===== src/xbus_consts.svh =====
// Width and reset constants for the external address/data bus block.
`ifndef XBUS_CONSTS_SVH
`define XBUS_CONSTS_SVH
`define XBUS_ADDR_W      23
`define XBUS_LOW_ADDR_W  16
`define XBUS_DATA_W      16
`define XBUS_ADDR_RST    23'h000000
`define XBUS_DATA_RST    16'h0000
`define XBUS_HOLDER_RST  1'b1
`endif


===== src/xbus_pkg.sv =====
// Types shared by the external address/data bus block.
package xbus_pkg;
  // Space selected by the current external access.
  typedef enum logic [1:0] {
    XBUS_SP_NONE,
    XBUS_SP_PROG,
    XBUS_SP_DATA,
    XBUS_SP_IO
  } xbus_space_e;

  // One access request from the core.
  typedef struct packed {
    logic        valid;
    xbus_space_e space;
    logic        write;
    logic [22:0] addr;
    logic [15:0] wdata;
  } xbus_req_s;

  // Output and enable view of the address and data pin groups.
  typedef struct packed {
    logic [22:0] addr_o;
    logic [22:0] addr_oe;
    logic [15:0] data_o;
    logic [15:0] data_oe;
  } xbus_pins_s;
endpackage


===== src/xbus_holder.sv =====
// Bus holder model: keeps the last driven level of a floating group of lines.
`timescale 1ns/10ps
`include "xbus_consts.svh"
module xbus_holder #(
  parameter int W = 16
) (
  input  wire logic         clk,
  input  wire logic         sys_rst,
  input  wire logic         ce,
  input  wire logic         hold_en,
  input  wire logic [W-1:0] pin_val,
  input  wire logic [W-1:0] drv_oe,
  output logic      [W-1:0] kept_val,
  output logic      [W-1:0] kept_oe
);
  // -------------------------------------------------------------
  // Holder state
  // -------------------------------------------------------------
  // Each bit follows the line on every enabled edge, whether the line is driven or floating.
  always_ff @(posedge clk) begin
    if (sys_rst) begin
      kept_val <= '0;
    end else if (ce) begin
      kept_val <= pin_val;
    end
  end

  // The holder drives only floating lines, and only when it is enabled.
  // The drivers' next enable comes in on drv_oe, so keeper and drivers swap on one edge.
  always_ff @(posedge clk) begin
    if (sys_rst) begin
      kept_oe <= '0;
    end else if (ce) begin
      kept_oe <= hold_en ? ~drv_oe : '0;
    end
  end
endmodule


===== src/xbus_top.sv =====
// External parallel address and data bus with float control and bus holders.
// Notes on behaviour
// - Drive 23-line address bus, bit 22 MSB.
// - Low sixteen lines serve program, data, I/O.
// - Upper seven lines carry program addresses only.
// - Hold mode floats the whole address bus.
// - Global float low floats every address line.
// - Address holder keeps last level when floating.
// - 16-bit bidirectional data bus shared by spaces.
// - Drive data only on writes; float in reset/hold.
// - Global float low floats all data lines.
// - Data holder keeps last level when floating.
// - Software enables or disables data holders.
`timescale 1ns/10ps
`include "xbus_consts.svh"
module xbus_top #(
  parameter int ADDR_W = `XBUS_ADDR_W,
  parameter int DATA_W = `XBUS_DATA_W
) (
  input  wire logic              clk,
  input  wire logic              sys_rst,
  input  wire logic              ce,
  input  wire xbus_pkg::xbus_req_s req,
  input  wire logic              chip_reset_n,
  input  wire logic              hold_req,
  input  wire logic              float_n,
  input  wire logic              data_hold_en,
  input  wire logic [22:0]       ext_addr_i,
  input  wire logic [15:0]       ext_data_i,
  output logic      [22:0]       ext_addr_o,
  output logic      [22:0]       ext_addr_oe,
  output logic      [15:0]       ext_data_o,
  output logic      [15:0]       ext_data_oe,
  output logic      [15:0]       rdata_r,
  output logic                   hold_ack_r,
  output logic      [22:0]       addr_keep_oe,
  output logic      [15:0]       data_keep_oe
);
  import xbus_pkg::*;

  // -------------------------------------------------------------
  // Pin synchronisers
  // -------------------------------------------------------------
  logic [2:0]  pin_s1_r;       // First stage: read only by the second.
  logic [2:0]  pin_s2_r;       // Second stage: reset_n, float_n, hold.
  logic [15:0] din_s1_r;       // First stage of data input.
  logic [15:0] din_s2_r;       // Synchronised data bus level.
  logic [22:0] ain_s1_r;       // First stage of address pin level.
  logic [22:0] ain_s2_r;       // Synchronised address level for holder.

  // Asynchronous pins pass two flops before anything looks at them.
  always_ff @(posedge clk) begin
    if (sys_rst) begin
      pin_s1_r <= 3'h6;
      pin_s2_r <= 3'h6;
      din_s1_r <= 16'h0000;
      din_s2_r <= 16'h0000;
      ain_s1_r <= 23'h000000;
      ain_s2_r <= 23'h000000;
    end else if (ce) begin
      pin_s1_r <= {chip_reset_n, float_n, hold_req};
      pin_s2_r <= pin_s1_r;
      din_s1_r <= ext_data_i;
      din_s2_r <= din_s1_r;
      ain_s1_r <= ext_addr_i;
      ain_s2_r <= ain_s1_r;
    end
  end

  logic rst_n_s;               // Synchronised chip reset, low active.
  logic flt_n_s;               // Synchronised global float, low active.
  logic hold_s;                // Synchronised bus release request.
  assign rst_n_s = pin_s2_r[2];
  assign flt_n_s = pin_s2_r[1];
  assign hold_s  = pin_s2_r[0];

  // -------------------------------------------------------------
  // Address formation
  // -------------------------------------------------------------
  // Upper lines carry bits only for program space; other spaces get zero.
  function automatic logic [22:0] form_addr(input xbus_req_s r);
    logic [22:0] a;
    a = 23'h000000;
    a[15:0] = r.addr[15:0];
    if (r.space == XBUS_SP_PROG) begin
      a[22:16] = r.addr[22:16];
    end
    return a;
  endfunction

  // Address lines float in hold or while the global float is low.
  logic addr_float;
  assign addr_float = hold_s | ~flt_n_s;

  // Data drives only for a write, never in reset, hold or global float.
  logic data_drive;
  assign data_drive = req.valid & req.write & rst_n_s & ~hold_s & flt_n_s;

  // -------------------------------------------------------------
  // Address pins
  // -------------------------------------------------------------
  // The address holds its last value between accesses.
  always_ff @(posedge clk) begin
    if (sys_rst) begin
      ext_addr_o <= `XBUS_ADDR_RST;
    end else if (ce && req.valid && req.space != XBUS_SP_NONE && !addr_float) begin
      ext_addr_o <= form_addr(req);
    end
  end

  // Next enable of the address lines. The holder reads it too, because a keeper
  // fed from the registered enable would leave one cycle undriven and unkept.
  logic [22:0] addr_oe_nxt;    // Address output enables after this edge.
  assign addr_oe_nxt = addr_float ? 23'h000000 : 23'h7fffff;

  // All 23 enables drop together when the bus is released or floated.
  always_ff @(posedge clk) begin
    if (sys_rst) begin
      ext_addr_oe <= 23'h000000;
    end else if (ce) begin
      ext_addr_oe <= addr_oe_nxt;
    end
  end

  // -------------------------------------------------------------
  // Data pins
  // -------------------------------------------------------------
  // Write data is launched on the same edge as its enable.
  always_ff @(posedge clk) begin
    if (sys_rst) begin
      ext_data_o <= `XBUS_DATA_RST;
    end else if (ce && data_drive) begin
      ext_data_o <= req.wdata;
    end
  end

  // Next enable of the data lines, shared with the data holder for the same
  // reason as the address: the keeper must take over on the releasing edge.
  logic [15:0] data_oe_nxt;    // Data output enables after this edge.
  assign data_oe_nxt = data_drive ? 16'hffff : 16'h0000;

  // External parts must be off the bus whenever this enable is high.
  always_ff @(posedge clk) begin
    if (sys_rst) begin
      ext_data_oe <= 16'h0000;
    end else if (ce) begin
      ext_data_oe <= data_oe_nxt;
    end
  end

  // Read data is captured from the synchronised bus on a read request.
  always_ff @(posedge clk) begin
    if (sys_rst) begin
      rdata_r <= 16'h0000;
    end else if (ce && req.valid && !req.write) begin
      rdata_r <= din_s2_r;
    end
  end

  // Hold acknowledge reflects the released state of the address bus.
  always_ff @(posedge clk) begin
    if (sys_rst) begin
      hold_ack_r <= 1'b0;
    end else if (ce) begin
      hold_ack_r <= hold_s;
    end
  end

  // -------------------------------------------------------------
  // Bus holders
  // -------------------------------------------------------------
  // The address holder is always on; the data holder follows software.
  // Both watch the next enable, so outside sys_rst no cycle passes undriven and unkept, except on data lines while data_hold_en is low.
  xbus_holder #(.W(ADDR_W)) u_addr_hold (
    .clk      (clk),
    .sys_rst  (sys_rst),
    .ce       (ce),
    .hold_en  (1'b1),
    .pin_val  (ain_s2_r),
    .drv_oe   (addr_oe_nxt),
    .kept_val (),
    .kept_oe  (addr_keep_oe)
  );

  xbus_holder #(.W(DATA_W)) u_data_hold (
    .clk      (clk),
    .sys_rst  (sys_rst),
    .ce       (ce),
    .hold_en  (data_hold_en),
    .pin_val  (din_s2_r),
    .drv_oe   (data_oe_nxt),
    .kept_val (),
    .kept_oe  (data_keep_oe)
  );

  // -------------------------------------------------------------
  // Checks
  // -------------------------------------------------------------
  property p_addr_float;
    @(posedge clk) disable iff (sys_rst)
      (ce && addr_float) |=> (ext_addr_oe == 23'h000000);
  endproperty
  a_addr_float: assert property (p_addr_float) else $error("address not floated");

  property p_float_n;
    @(posedge clk) disable iff (sys_rst)
      (ce && !flt_n_s) |=> (ext_addr_oe == 23'h000000 && ext_data_oe == 16'h0000);
  endproperty
  a_float_n: assert property (p_float_n) else $error("float low not honoured");

  property p_upper_zero;
    @(posedge clk) disable iff (sys_rst)
      (ce && req.valid && req.space == XBUS_SP_DATA && !addr_float)
        |=> (ext_addr_o[22:16] == 7'h00);
  endproperty
  a_upper_zero: assert property (p_upper_zero) else $error("upper bits on data access");

  property p_low_addr;
    @(posedge clk) disable iff (sys_rst)
      (ce && req.valid && req.space == XBUS_SP_IO && !addr_float)
        |=> (ext_addr_o[15:0] == $past(req.addr[15:0]));
  endproperty
  a_low_addr: assert property (p_low_addr) else $error("low address wrong");

  property p_prog_addr;
    @(posedge clk) disable iff (sys_rst)
      (ce && req.valid && req.space == XBUS_SP_PROG && !addr_float)
        |=> (ext_addr_o == $past(req.addr));
  endproperty
  a_prog_addr: assert property (p_prog_addr) else $error("program address wrong");

  property p_data_reset;
    @(posedge clk) disable iff (sys_rst)
      (ce && (!rst_n_s || hold_s)) |=> (ext_data_oe == 16'h0000);
  endproperty
  a_data_reset: assert property (p_data_reset) else $error("data driven in reset/hold");

  property p_write_data;
    @(posedge clk) disable iff (sys_rst)
      (ce && data_drive) |=> (ext_data_oe == 16'hffff && ext_data_o == $past(req.wdata));
  endproperty
  a_write_data: assert property (p_write_data) else $error("write data not driven");

  property p_holder_off;
    @(posedge clk) disable iff (sys_rst)
      (ce && !data_hold_en) |=> (data_keep_oe == 16'h0000);
  endproperty
  a_holder_off: assert property (p_holder_off) else $error("data holder not off");

  property p_holder_on;
    @(posedge clk) disable iff (sys_rst)
      (ce && data_hold_en) |=> (data_keep_oe == ~ext_data_oe);
  endproperty
  a_holder_on: assert property (p_holder_on) else $error("data holder misses float");

  // -------------------------------------------------------------
  // Address, data-enable, read-path and hold checks
  // -------------------------------------------------------------
  property p_addr_drive;
    @(posedge clk) disable iff (sys_rst)
      (ce && !addr_float) |=> (ext_addr_oe == 23'h7fffff);
  endproperty
  a_addr_drive: assert property (p_addr_drive) else $error("address not driven");

  property p_addr_keep;
    @(posedge clk) disable iff (sys_rst)
      ce |=> (addr_keep_oe == ~ext_addr_oe);
  endproperty
  a_addr_keep: assert property (p_addr_keep) else $error("address keeper off");

  property p_addr_frozen;
    @(posedge clk) disable iff (sys_rst)
      (ce && addr_float) |=> $stable(ext_addr_o);
  endproperty
  a_addr_frozen: assert property (p_addr_frozen) else $error("address moved in float");

  property p_none_addr;
    @(posedge clk) disable iff (sys_rst)
      (ce && req.valid && req.space == XBUS_SP_NONE) |=> $stable(ext_addr_o);
  endproperty
  a_none_addr: assert property (p_none_addr) else $error("no-space moved addr");

  property p_io_upper;
    @(posedge clk) disable iff (sys_rst)
      (ce && req.valid && req.space == XBUS_SP_IO && !addr_float)
        |=> (ext_addr_o[22:16] == 7'h00);
  endproperty
  a_io_upper: assert property (p_io_upper) else $error("upper bits on I/O access");

  property p_data_idle;
    @(posedge clk) disable iff (sys_rst)
      (ce && !(req.valid && req.write)) |=> (ext_data_oe == 16'h0000);
  endproperty
  a_data_idle: assert property (p_data_idle) else $error("data driven, no write");

  property p_rdata;
    @(posedge clk) disable iff (sys_rst)
      (ce && req.valid && !req.write) |=> (rdata_r == $past(din_s2_r));
  endproperty
  a_rdata: assert property (p_rdata) else $error("read data not captured");

  property p_hold_ack;
    @(posedge clk) disable iff (sys_rst)
      (ce && hold_s) |=> (hold_ack_r && ext_addr_oe == 23'h000000);
  endproperty
  a_hold_ack: assert property (p_hold_ack) else $error("hold not acknowledged");
endmodule

===== config.mk =====
export PLATFORM = sky130hd
export DESIGN_NAME = xbus_top
export DESIGN_NICKNAME = d
export VERILOG_FILES = /design/src/xbus_pkg.sv /design/src/xbus_holder.sv /design/src/xbus_top.sv
export VERILOG_INCLUDE_DIRS = /design/src
export SDC_FILE = /design/constraint.sdc
export NUM_CORES = 1
export LEC_CHECK = 0
export BUFFER_PORTS_ARGS = -buffer_cell sky130_fd_sc_hd__buf_2
export CAP_MARGIN = 30
export CORE_UTILIZATION = 45
export DETAILED_ROUTE_END_ITERATION = 6
export PLACE_DENSITY = 0.73
export RECOVER_POWER = 50
export SLEW_MARGIN = 25
export SYNTH_ARGS = -nofsm -noshare
export SYNTH_HDL_FRONTEND = slang
export SYNTH_HIERARCHICAL = 1
export SYNTH_SLANG_ARGS = --single-unit

===== constraint.sdc =====
create_clock -name clk -period 2 [get_ports clk]
set_clock_uncertainty 0.2 [all_clocks]
set_input_delay 0.3 -clock clk [delete_from_list [all_inputs] [get_ports clk]]
set_output_delay 0.3 -clock clk [all_outputs]
set_load 0.1 [all_outputs]

==> impl_metrics.prom <==
# TYPE chip_impl_metric gauge
chip_impl_metric{name="numClockSinks",unit=""} 135
chip_impl_metric{name="dp_hpwl",unit="um"} 8000
chip_impl_info{name="tritoncts_clock_tree",value="built"} 1
chip_impl_metric{name="max_slew.worst_pin.slew",unit="ns"} 0.737
chip_impl_metric{name="cts-root-to-sink-buffers",unit=""} 2
chip_impl_metric{name="timing.max_slew.rel_slack",unit="%"} 50.9
chip_impl_metric{name="post_cts.resized_instances",unit=""} 0
chip_impl_metric{name="design.die.area",unit="mm^2"} 0.0127
chip_impl_metric{name="post_drt_via_cell_ratio",unit=""} 5.08
chip_impl_metric{name="hold_ws",unit="ns"} 0.105
chip_impl_info{name="worstHoldStart",value="req[41]"} 1
chip_impl_metric{name="fillerInstances",unit=""} 987
chip_impl_metric{name="pre_cts_slack",unit="ns"} 0.340
chip_impl_metric{name="fmax_achieved",unit="MHz"} 532
chip_impl_info{name="critical-path-slowest-cell",value="sky130_fd_sc_hd__buf_2"} 1
chip_impl_metric{name="worst_setup_hold_path_clk_slew",unit="ns"} 0.06
chip_impl_metric{name="antenna-diode-count",unit=""} 0
chip_impl_metric{name="detail_route.wirelength",unit="um"} 13400
chip_impl_metric{name="synth_nets",unit=""} 657
chip_impl_info{name="crit-reg2reg-capture",value="ext_addr_o[18]"} 1
chip_impl_metric{name="worst_ep_arrival_time",unit="ns"} 1.38
chip_impl_metric{name="ys_warn_count",unit=""} 6
chip_impl_metric{name="initial_core_util",unit="%"} 46.0
chip_impl_metric{name="synth_cells",unit=""} 568
chip_impl_metric{name="maxCapViolCount",unit=""} 0
chip_impl_info{name="path_class",value="reg2out"} 1
chip_impl_info{name="path_delay_family",value="buffers and inverters"} 1
chip_impl_metric{name="vias",unit=""} 4685
chip_impl_metric{name="critical_path_required",unit="ns"} 1.50
chip_impl_info{name="worstHoldEndpoint",value="ext_addr_o[21]"} 1
chip_impl_metric{name="wire_per_inst",unit="um"} 14.5
chip_impl_metric{name="setup-tns-final",unit="ns"} 0
chip_impl_metric{name="final_min_period_over_clock_period",unit="%"} 94.0
chip_impl_metric{name="detail_route.iter0.violations",unit=""} 299
chip_impl_metric{name="design.core.area",unit="mm^2"} 0.0120
chip_impl_metric{name="final_layout_size_suffix_gt1_share",unit="%"} 33.8
chip_impl_metric{name="finalHoldViolations",unit=""} 0
chip_impl_info{name="critical_path.reg2reg.startpoint",value="pin_s2_r[0]"} 1
chip_impl_metric{name="finalInstanceArea",unit="mm^2"} 0.00741
chip_impl_metric{name="vdd.ir_drop.worst",unit="V"} 0.000687
chip_impl_metric{name="setup_violations",unit=""} 0
chip_impl_info{name="hold_class",value="in2reg"} 1
chip_impl_metric{name="detailed_place.area",unit="mm^2"} 0.00626
chip_impl_metric{name="die_w",unit="um"} 113
chip_impl_info{name="cts-root-buf",value="sky130_fd_sc_hd__clkbuf_16"} 1
chip_impl_metric{name="numPortBuffers",unit=""} 199
chip_impl_metric{name="pin_count",unit=""} 223
chip_impl_metric{name="worstPathMaxFanout",unit=""} 24
chip_impl_metric{name="via_count_of_the_first_global_routing_pass",unit=""} 4473
chip_impl_metric{name="grt_first_pass_wirelength",unit="um"} 21100
chip_impl_metric{name="dr.pass1.iters",unit=""} 4
chip_impl_metric{name="placementRows",unit=""} 40
chip_impl_metric{name="power-per-cell-area",unit="mW/mm^2"} 992
chip_impl_info{name="rsz0062_at_grt",value="no"} 1
chip_impl_metric{name="gpl.final_weighted_congestion",unit=""} 0.733
chip_impl_info{name="critical_path.cell_chain",value="buf_2"} 1
chip_impl_metric{name="numCtsBuffers",unit=""} 17
chip_impl_metric{name="hold_path_depth",unit=""} 4
chip_impl_info{name="end_kind",value="output pin"} 1
chip_impl_metric{name="cp_num_buf_inv",unit=""} 1
chip_impl_info{name="critical_path.startpoint_type",value="register"} 1
chip_impl_metric{name="report.final.slew_viol_count",unit=""} 0
chip_impl_metric{name="floorplan_die_height",unit="um"} 113
chip_impl_metric{name="antenna_violations_before_repair",unit=""} 0
chip_impl_metric{name="ant_nets",unit=""} 0
chip_impl_metric{name="grt_max_degree",unit=""} 70
chip_impl_metric{name="post-route-worst-setup-slack",unit="ns"} 0.121
chip_impl_metric{name="cpPeakStageDelay",unit="ns"} 0.49
chip_impl_metric{name="layout-area-overhead-vs-synth",unit="%"} 34.1
chip_impl_metric{name="leakagePower",unit="nW"} 3.31
chip_impl_metric{name="synth.cell_area",unit="mm^2"} 0.00553
chip_impl_metric{name="layout_min_cycle_time",unit="ns"} 1.88
chip_impl_info{name="worst_setup_path_startpoint",value="ext_addr_oe[21]"} 1
chip_impl_metric{name="globalRouteTotalUtil",unit="%"} 20.9
chip_impl_metric{name="htreeDepth",unit=""} 4
chip_impl_info{name="status",value="completed"} 1
chip_impl_metric{name="length_in_cells_of_the_worst_reg_to_reg_path",unit=""} 4
chip_impl_metric{name="worst_skew_pair.late_latency",unit="ns"} 0.41
chip_impl_metric{name="avgSynthCellArea",unit="um^2"} 9.73
chip_impl_metric{name="num-nets-final",unit=""} 852
chip_impl_metric{name="grt-ovfl-total",unit=""} 0
chip_impl_metric{name="drc",unit=""} 0
chip_impl_metric{name="r2r_slack",unit="ns"} 0.41
-- metal layers --
metal  up-vias  wire (um)  global-route usage (%)
met5         -          0                       0
met4         0        362                    10.2
met3        32        633                    6.37
met2       149       6710                    35.8
met1      2191       5710                    23.6
li1       2313          -                       -
-- what timing repair did --
action / in CTS / in global routing
setup buffers: 0 / 0
endpoints found under the hold margin: 59 / 0
hold buffers: 59 / 0
setup endpoints to repair: 0 / 0
-- report_power, final --
group | total, mW | switching [mW] | leakage [nW] | internal, mW
Combinational | 1.44 | 1.12 | 1.93 | 0.325
Clock | 3.06 | 1.18 | 0.283 | 1.87
Sequential | 2.85 | 0.0592 | 1.10 | 2.79
-- how the worst max path moves through the flow --
stage / cells past startpoint / slack, ns / end
global route: 1 / 0.03 / ext_addr_oe[2]
floorplan: 3 / 0.15 / u_data_hold/kept_oe[0]
CTS: 1 / 0.09 / ext_addr_oe[4]
global placement: 6 / 0.40 / rdata_r[12]
detailed placement: 4 / 0.34 / rdata_r[7]
finish: 1 / 0.12 / ext_addr_oe[4]
-- registers in the layout (all words and copies together) (netlist names) --
| signal | cells |
|---|---|
| u_addr_hold/kept_oe | 23 |
| din_s2_r | 16 |
| pin_s1_r | 3 |
| ext_addr_oe | 1 |
| ext_data_o | 16 |
| pin_s2_r | 3 |
| ext_data_oe | 1 |
| rdata_r | 16 |
| hold_ack_r | 1 |
| ext_addr_o | 23 |
| u_data_hold/kept_oe | 16 |
| din_s1_r | 16 |
-- layout by cell type, fill, tap and decap left out, types with 8 or more instances in the layout --
| master | count |
|---|---|
| sky130_fd_sc_hd__o21ai_0 | 23 |
| sky130_fd_sc_hd__nand2b_1 | 33 |
| sky130_fd_sc_hd__mux2i_1 | 52 |
| sky130_fd_sc_hd__dlygate4sd3_1 | 59 |
| sky130_fd_sc_hd__dfxtp_1 | 133 |
| sky130_fd_sc_hd__or3b_1 | 25 |
| sky130_fd_sc_hd__or3b_2 | 14 |
| sky130_fd_sc_hd__nand3_1 | 8 |
| sky130_fd_sc_hd__buf_2 | 182 |
| sky130_fd_sc_hd__clkbuf_16 | 17 |
| sky130_fd_sc_hd__buf_4 | 9 |
| sky130_fd_sc_hd__nand3b_1 | 17 |
| sky130_fd_sc_hd__nor2_1 | 37 |
| sky130_fd_sc_hd__o31ai_1 | 39 |
| sky130_fd_sc_hd__a21oi_1 | 40 |
| sky130_fd_sc_hd__clkbuf_2 | 18 |
| sky130_fd_sc_hd__nand2_1 | 33 |
-- metrics by stage --
step / std cells / total power [mW] / util, %
6_report: 923 / 7.35 / 61.7
5_1_grt: 923 / 7.58 / 61.7
4_1_cts: 923 / 7.40 / 62.0
3_5_place_dp: 832 / 4.26 / 52.2
3_3_place_gp: 832 / 4.24 / 52.2
2_1_floorplan: 568 / 4.10 / -
-- final cells by class --
| type | count | area (um^2) | share of cell area, % |
|---|---|---|---|
| Multi-Input combinational cell | 338 | 2240 | 30.2 |
| Clock buffer | 18 | 439 | 5.93 |
| Tap cell | 147 | 184 | 2.48 |
| Timing Repair Buffer | 271 | 1690 | 22.9 |
| Clock inverter | 14 | 150 | 2.03 |
| Sequential cell | 135 | 2710 | 36.5 |
Power figures use the tool's default switching activity.
